`src/pcm_serial_defs.svh`:
```
// Constants for the PCM serial input port
`ifndef PCM_SERIAL_DEFS_SVH
`define PCM_SERIAL_DEFS_SVH
`define PCM_WORD_BITS 16
`define PCM_FIFO_DEPTH 4
`define PCM_MCLK_MHZ 100
`define PCM_MAX_BCLK_MHZ 10
`define PCM_MIN_HALF_CYC ((`PCM_MCLK_MHZ + 2 * `PCM_MAX_BCLK_MHZ - 1) / (2 * `PCM_MAX_BCLK_MHZ))
`define PCM_WORD_RESET 16'h0000
`endif

```
`src/pcm_dac_serial_input_port.sv`:
```
// Serial-to-parallel input port of a 16-bit PCM converter
// Notes on behaviour
// - Words are 16 bits sent most significant bit first and are assembled in that order.
// - Serial data is sampled into the shift register on each rising bit clock edge.
// - The least significant bit arrives on the sixteenth pulse, so a word takes sixteen.
// - A low-going load strobe after the sixteen bits copies the shift register onward.
// - Bit clock rates up to 10 MHz are accepted and the sender keeps below that except in t_fast.
// - Words are twos complement with all zeros meaning zero output.
`timescale 1ns/1ps
`include "pcm_serial_defs.svh"
module pcm_dac_serial_input_port #(
  parameter int WORD_BITS = `PCM_WORD_BITS,
  parameter int FIFO_DEPTH = `PCM_FIFO_DEPTH
) (
  input wire logic i_mclk,
  input wire logic i_rst,
  input wire logic i_bit_clk,
  input wire logic i_serial_data,
  input wire logic i_word_load_strobe_n,
  input wire logic i_word_ready,
  output logic o_word_valid,
  output logic [WORD_BITS-1:0] o_word,
  output logic signed [WORD_BITS-1:0] o_dac_code,
  output logic o_dac_update,
  output logic o_overrun,
  output logic o_short_word,
  output logic o_clock_too_fast
);
  localparam int HALF_MIN = `PCM_MIN_HALF_CYC;
  // Three-stage pin synchronisers; stage one only feeds stage two
  logic [2:0] clk_sync;
  logic [2:0] dat_sync;
  logic [2:0] stb_sync;
  logic clk_level;
  logic stb_level;
  logic clk_rise;
  logic clk_fall;
  logic stb_fall;
  logic [WORD_BITS-1:0] shift_reg;
  logic [4:0] bit_count;
  logic [7:0] half_cnt;
  logic fifo_in_ready;
  logic fifo_out_valid;
  logic [WORD_BITS-1:0] fifo_out_data;
  logic load_req;

  always_ff @(posedge i_mclk) begin
    if (i_rst) begin
      clk_sync <= 3'h0;
      dat_sync <= 3'h0;
      stb_sync <= 3'h7;
    end else begin
      clk_sync <= {clk_sync[1:0], i_bit_clk};
      dat_sync <= {dat_sync[1:0], i_serial_data};
      stb_sync <= {stb_sync[1:0], i_word_load_strobe_n};
    end
  end

  // A change counts only once stages two and three agree
  always_ff @(posedge i_mclk) begin
    if (i_rst) begin
      clk_level <= 1'b0;
      stb_level <= 1'b1;
    end else begin
      if (clk_sync[1] == clk_sync[2]) begin
        clk_level <= clk_sync[2];
      end
      if (stb_sync[1] == stb_sync[2]) begin
        stb_level <= stb_sync[2];
      end
    end
  end

  assign clk_rise = (clk_sync[1] == clk_sync[2]) && clk_sync[2] && !clk_level;
  assign clk_fall = (clk_sync[1] == clk_sync[2]) && !clk_sync[2] && clk_level;
  assign stb_fall = (stb_sync[1] == stb_sync[2]) && !stb_sync[2] && stb_level;

  // Data is taken on the filtered edge; it is stable well before it at 10 MHz
  always_ff @(posedge i_mclk) begin
    if (i_rst) begin
      shift_reg <= `PCM_WORD_RESET;
    end else if (clk_rise) begin
      shift_reg <= {shift_reg[WORD_BITS-2:0], dat_sync[2]};
    end
  end

  // Counts pulses of the current word; saturates at 31
  always_ff @(posedge i_mclk) begin
    if (i_rst) begin
      bit_count <= 5'h0;
    end else if (stb_fall) begin
      bit_count <= 5'h0;
    end else if (clk_rise && bit_count != 5'h1F) begin
      bit_count <= bit_count + 5'h1;
    end
  end

  // Half-period monitor for the rate limit
  always_ff @(posedge i_mclk) begin
    if (i_rst) begin
      half_cnt <= 8'hFF;
      o_clock_too_fast <= 1'b0;
    end else begin
      if (clk_rise || clk_fall) begin
        half_cnt <= 8'h0;
        if (half_cnt < 8'(HALF_MIN - 2)) begin
          o_clock_too_fast <= 1'b1;
        end
      end else if (half_cnt != 8'hFF) begin
        half_cnt <= half_cnt + 8'h1;
      end
    end
  end

  // Strobe copies the shift register; short words still load but are flagged
  always_ff @(posedge i_mclk) begin
    if (i_rst) begin
      o_short_word <= 1'b0;
    end else if (stb_fall) begin
      o_short_word <= (bit_count < 5'(WORD_BITS));
    end
  end

  assign load_req = stb_fall;

  // Converter register changes only on a strobe
  always_ff @(posedge i_mclk) begin
    if (i_rst) begin
      o_dac_code <= `PCM_WORD_RESET;
      o_dac_update <= 1'b0;
    end else begin
      o_dac_update <= load_req;
      if (load_req) begin
        o_dac_code <= shift_reg;
      end
    end
  end

  // Word stream copy; a full FIFO drops the word and flags it
  always_ff @(posedge i_mclk) begin
    if (i_rst) begin
      o_overrun <= 1'b0;
    end else if (load_req && !fifo_in_ready) begin
      o_overrun <= 1'b1;
    end
  end

  pcm_word_fifo #(
    .WIDTH(WORD_BITS),
    .DEPTH(FIFO_DEPTH)
  ) pcm_word_fifo_inst (
    .i_mclk(i_mclk),
    .i_rst(i_rst),
    .i_in_valid(load_req),
    .o_in_ready(fifo_in_ready),
    .i_in_data(shift_reg),
    .o_out_valid(fifo_out_valid),
    // Pop exactly when the output register takes the head, or words repeat
    .i_out_ready(!o_word_valid),
    .o_out_data(fifo_out_data)
  );

  // Output skid register so the port comes straight from flops
  always_ff @(posedge i_mclk) begin
    if (i_rst) begin
      o_word_valid <= 1'b0;
      o_word <= `PCM_WORD_RESET;
    end else if (!o_word_valid || i_word_ready) begin
      o_word_valid <= fifo_out_valid && !o_word_valid;
      if (fifo_out_valid && !o_word_valid) begin
        o_word <= fifo_out_data;
      end
    end
  end

  chk_hold_between: assert property (@(posedge i_mclk) disable iff (i_rst)
    !$past(load_req) |-> $stable(o_dac_code))
    else $error("converter code changed without strobe");
  chk_load_copy: assert property (@(posedge i_mclk) disable iff (i_rst)
    load_req |=> (o_dac_code == $past(shift_reg)) && o_dac_update)
    else $error("strobe did not load the shift register");
  chk_msb_first: assert property (@(posedge i_mclk) disable iff (i_rst)
    clk_rise |=> shift_reg[0] == $past(dat_sync[2])
      && shift_reg[WORD_BITS-1:1] == $past(shift_reg[WORD_BITS-2:0]))
    else $error("shift order wrong");
  chk_shift_only_edge: assert property (@(posedge i_mclk) disable iff (i_rst)
    !clk_rise |=> $stable(shift_reg))
    else $error("shift without rising edge");
  chk_count_step: assert property (@(posedge i_mclk) disable iff (i_rst)
    clk_rise && !stb_fall && bit_count < 5'h10 |=> bit_count == $past(bit_count) + 5'h01)
    else $error("bit count did not advance");
  chk_full_word: assert property (@(posedge i_mclk) disable iff (i_rst)
    stb_fall && bit_count == 5'h10 |=> !o_short_word)
    else $error("full word flagged short");
  chk_short_flag: assert property (@(posedge i_mclk) disable iff (i_rst)
    stb_fall && bit_count < 5'(WORD_BITS) |=> o_short_word)
    else $error("short word not flagged");
  chk_count_clear: assert property (@(posedge i_mclk) disable iff (i_rst)
    stb_fall |=> bit_count == 5'h00)
    else $error("bit count not cleared by strobe");
  chk_rate_flag: assert property (@(posedge i_mclk) disable iff (i_rst)
    o_clock_too_fast |=> o_clock_too_fast)
    else $error("rate flag cleared");
  chk_fast_detect: assert property (@(posedge i_mclk) disable iff (i_rst)
    (clk_rise || clk_fall) && half_cnt < 8'(HALF_MIN - 2) |=> o_clock_too_fast)
    else $error("short half period not flagged");
  chk_update_pulse: assert property (@(posedge i_mclk) disable iff (i_rst)
    o_dac_update |=> !o_dac_update)
    else $error("update longer than a cycle");
  chk_update_cause: assert property (@(posedge i_mclk) disable iff (i_rst)
    o_dac_update |-> $past(load_req))
    else $error("update without strobe");
  chk_drop_flag: assert property (@(posedge i_mclk) disable iff (i_rst)
    load_req && !fifo_in_ready |=> o_overrun && $stable(o_overrun) || o_overrun)
    else $error("dropped word not flagged");
  chk_word_hold: assert property (@(posedge i_mclk) disable iff (i_rst)
    o_word_valid && !i_word_ready |=> o_word_valid && $stable(o_word))
    else $error("offered word changed before taken");
endmodule : pcm_dac_serial_input_port

```
`src/pcm_word_fifo.sv`:
```
// Small flip-flop FIFO for received words
`timescale 1ns/1ps
module pcm_word_fifo #(
  parameter int WIDTH = 16,
  parameter int DEPTH = 4
) (
  input wire logic i_mclk,
  input wire logic i_rst,
  input wire logic i_in_valid,
  output logic o_in_ready,
  input wire logic [WIDTH-1:0] i_in_data,
  output logic o_out_valid,
  input wire logic i_out_ready,
  output logic [WIDTH-1:0] o_out_data
);
  localparam int AW = (DEPTH > 1) ? $clog2(DEPTH) : 1;
  logic [WIDTH-1:0] mem [DEPTH];
  logic [AW-1:0] wr_ptr;
  logic [AW-1:0] rd_ptr;
  logic [AW:0] count;
  logic do_wr;
  logic do_rd;

  assign o_in_ready = (count != (AW+1)'(DEPTH));
  assign o_out_valid = (count != '0);
  assign o_out_data = mem[rd_ptr];
  assign do_wr = i_in_valid && o_in_ready;
  assign do_rd = o_out_valid && i_out_ready;

  always_ff @(posedge i_mclk) begin
    if (do_wr) begin
      mem[wr_ptr] <= i_in_data;
    end
  end

  always_ff @(posedge i_mclk) begin
    if (i_rst) begin
      wr_ptr <= '0;
      rd_ptr <= '0;
      count <= '0;
    end else begin
      if (do_wr) begin
        wr_ptr <= (wr_ptr == AW'(DEPTH - 1)) ? '0 : wr_ptr + 1'b1;
      end
      if (do_rd) begin
        rd_ptr <= (rd_ptr == AW'(DEPTH - 1)) ? '0 : rd_ptr + 1'b1;
      end
      count <= count + (AW+1)'(do_wr) - (AW+1)'(do_rd);
    end
  end
endmodule : pcm_word_fifo

```
`config.mk`:
```
export PLATFORM = sky130hd
export DESIGN_NAME = pcm_dac_serial_input_port
export DESIGN_NICKNAME = d
export VERILOG_FILES = /design/src/pcm_dac_serial_input_port.sv /design/src/pcm_word_fifo.sv
export VERILOG_INCLUDE_DIRS = /design/src /design/src/src
export SDC_FILE = /design/constraint.sdc
export NUM_CORES = 1
export LEC_CHECK = 0
export ABC_CLOCK_PERIOD_IN_PS = 2000
export BUFFER_PORTS_ARGS = -buffer_cell sky130_fd_sc_hd__buf_4
export CAP_MARGIN = 20
export CORE_MARGIN = 2
export CORE_UTILIZATION = 45
export CTS_CLUSTER_DIAMETER = 40
export CTS_CLUSTER_SIZE = 14
export DETAILED_ROUTE_END_ITERATION = 8
export PLACE_DENSITY = 0.69
export SYNTH_ARGS = -nofsm -noshare
export SYNTH_HDL_FRONTEND = slang
export SYNTH_SLANG_ARGS = --single-unit
export TNS_END_PERCENT = 30
```
`constraint.sdc`:
```
create_clock -name i_mclk -period 2 [get_ports i_mclk]
set_input_delay 0 -clock i_mclk [delete_from_list [all_inputs] [get_ports i_mclk]]
set_output_delay 0 -clock i_mclk [all_outputs]
set_load 0.01 [all_outputs]
```
==> results.toml <==
[synthesis]
yosys_top_cell_area_share_pct = 35.25
synthDominantAreaCellType = "sky130_fd_sc_hd__edfxtp_1"
seq_area_frac_synth_pct = 66.10
netlist_instances = 392
synth.avg_cell_area_sq_um = 13.91
synthMostInstantiatedCell = "sky130_fd_sc_hd__dfxtp_1"
top_flip_flop_cell_by_instance_count_after_synthesis = "sky130_fd_sc_hd__dfxtp_1"
synth_area_sq_um = 5451
synthTopCellsByArea = "sky130_fd_sc_hd__edfxtp_1 35%, sky130_fd_sc_hd__dfxtp_1 31%, sky130_fd_sc_hd__a22o_1 5.1%"
library_cells_used_by_synthesis = 39
synth.cells.most_frequent = "84 x sky130_fd_sc_hd__dfxtp_1, 64 x sky130_fd_sc_hd__edfxtp_1, 46 x sky130_fd_sc_hd__nand2_1"
mappedNetlistNets = 412
synth.yosys.warnings = 0
yosys_register_bits = 148
ys_async_sr_fraction_pct = 0
synth_enable_flop_cells = 64

[hold_path]
hp-class = "in -> reg"

[run_status]
outcome = "finished clean"

[power]
power.leakage_nw = 2.535
worst_ir_drop_vdd_mv = 0.6292
powerDensity_nw_per_um2 = 1250

[finish]
final_nets = 482
share_of_the_core_filled_with_cells_pct = 55.88
final_layout_size_suffix_gt1_share_pct = 25.68
sequential_cell_area_sq_um = 3610
multiInputGateArea_sq_um = 1725
post_layout_nonfiller_instances = 622
antenna_cells = 0
number_of_flip_flops_in_the_largest_register = 64
max_flop_register = "pcm_word_fifo_inst.mem"
syn2layout_area_growth_pct = 22.10
fillers = 958

[grt]
grt_pass1_vias = 3192
global_route.usage.total_pct = 16.35
grt_start_max_net_pins = 41
antenna_violations_before_repair = 0
first_pass_grt_wire_length_mm = 15.88
overflow = 0

[clocking]
clock_tree.root_cell = "sky130_fd_sc_hd__clkbuf_16"
ctsHtreeMaxLevel = 4
cts_tree = "yes"
deepest_clock_path_buffer_count = 2
clkTransAtPathRegs_ns = 0.06
cts.sink_count = 148
tritoncts.num_buffers = 17
clkLatencyLatePin_ns = 0.42

[critical_path]
timing.critical_path.slowest_cell_delay_ns = 0.37
reg2reg_setup_slack_ns = 0.04
critical_path_arrival_ns = 2.25
crit_path_max_fanout = 2
critPathCaptureType = "flip-flop"
worstPathRequired_ns = 2.29
crit_path_start_kind = "flip-flop"
crit_path_cells = "nor3_4 > nor2_4 > ha_4 > inv_4 > ha_4 > inv_2 > fa_2 > xor2_2 > xnor2_1 > nor2_1"
critPathKind = "reg -> reg"
critPathSlowestCell = "sky130_fd_sc_hd__fa_2"
critPathMostFrequentCell = "sky130_fd_sc_hd__ha_4"

[drt]
remaining_drc_errors = 0
via_total_after_detailed_routing = 3263
wl_per_cell_um = 15.80
wl_mm = 9.830
drt-vias-per-instance = 5.246
final_antenna_net_count = 0
drtPass1Iterations = 6
dr.first_iter.drc_count = 205

[timing]
max_slew_margin_pct = 56.79
clock-skew-final_ns = 0.005242
layout_worst_path_cycle_share_pct = 98.04
report.final.setup_viol = 0
rsz0062_at_grt = "true"
final-hold-violation-count = 0
finalCriticalPeriod_ns = 1.961
timing_worst_slew_pin_value_ns = 0.6460
timing.final.ws_setup_ns = 0.03922
maxSlewViolCount = 0
clock.fmax_mhz = 510.0

[die]
die_x_um = 114.1
ioPinCount = 43
core-area_sq_um = 11910
starting_utilization_of_the_core_area_pct = 45.77
row_count = 40
die_outline_height_um = 114.1
die_area_sq_um = 13010

[placement]
post-dp-hpwl_mm = 6.389
gp_congestion = 0.7598
dp_cells = 584
minimum_setup_slack_after_placement_ns = -0.06046
io_buffers = 42

[job]
max-cap-violations = 0
==> report_power, final <==
group          switching, W  leakage [nW]  internal [W]
clock network       0.00120         0.254       0.00164
logic              0.000852          1.00       0.00100
registers          0.000230          1.28       0.00340
==> cell families after synthesis <==
family                     share of synthesized area, %
DFF                                               66.10
and+or+nand+nor                                   8.630
AOI/OAI and AO/OA                                 9.984
buffers and inverters                             2.892
muxes                                             8.079
adders and majority gates                         3.351
xor gates and xnor gates                         0.9640
==> per-stage QoR <==
step / area [sq um] / setup TNS [ns] / power [W] / hold slack, ns
floorplan: 5455 / 0 / 0.004896 / 0.1038
global placement: 6021 / 0 / 0.005368 / 0.1876
detailed placement: 6021 / -0.06046 / 0.005445 / 0.1908
CTS: 6615 / 0 / 0.008316 / 0.01534
global route: 6656 / -0.03800 / 0.008729 / 0.04122
finish: 6656 / 0 / 0.008322 / 0.008125
==> cell usage in the layout, fill, tap and decap left out, drive strengths merged, types with 2 or more instances in the layout <==
cell type	instances
and3	2
clkbuf	20
o21ai	11
a31oi	3
or2	2
nor2	20
ha	13
xnor2	2
nand4	3
a21oi	24
inv	13
o211ai	2
and2	4
nand3	3
dfxtp	84
dlygate4sd3	4
a22o	32
nor2b	7
mux4	16
o31ai	4
buf	64
clkinv	7
nand2	46
edfxtp	64
clkinvlp	5
nor3	5
mux2i	5
xor2	4
==> repair_timing <==
item / in CTS / in global routing
endpoints found under the hold margin: 4 / 0
pin swaps: 2 / 5
setup buffers: 0 / 2
setup endpoints to repair: 1 / 1
hold buffers: 4 / 0
resized for setup: 2 / 8
==> path summary, 6_finish.rpt <==
| path | endpoint | cells after the start | from |
|---|---|---|---|
| hold / removal | o_clock_too_fast | 2 | i_rst |
| hold reg to reg | stb_sync[1] | 1 | stb_sync[0] |
| setup reg to reg | pcm_word_fifo_inst.count[2] | 10 | pcm_word_fifo_inst.count[0] |
| setup / recovery | pcm_word_fifo_inst.count[2] | 10 | pcm_word_fifo_inst.count[0] |
==> per-layer routing <==
metal / wire length (um) / vias up / GRT usage, %
met5: 0 / - / 0
met4: 248 / 0 / 8.293
met3: 389 / 21 / 5.347
met2: 5005 / 67 / 27.06
met1: 4186 / 1584 / 19.13
li1: - / 1591 / -
==> final cells by class <==
cell class                      instances  area share (%)
Sequential cell                       148           54.23
Multi-Input combinational cell        214           25.92
Timing Repair Buffer                   68           8.195
Clock buffer                           20           6.861
Tap cell                              147           2.763
Clock inverter                         12           1.259
Inverter                               13          0.7707
==> worst max-delay path: cells and delay by family (launching register included) <==
family                   cells  cell delay (ns)
AND/OR/NAND/NOR              3             0.34
buffers and inverters        2             0.10
adder cells (fa/ha/maj)      3             0.71
XOR/XNOR                     2             0.34
flip-flops                   1             0.35
Note: power is estimated with default switching activity, not from simulation.
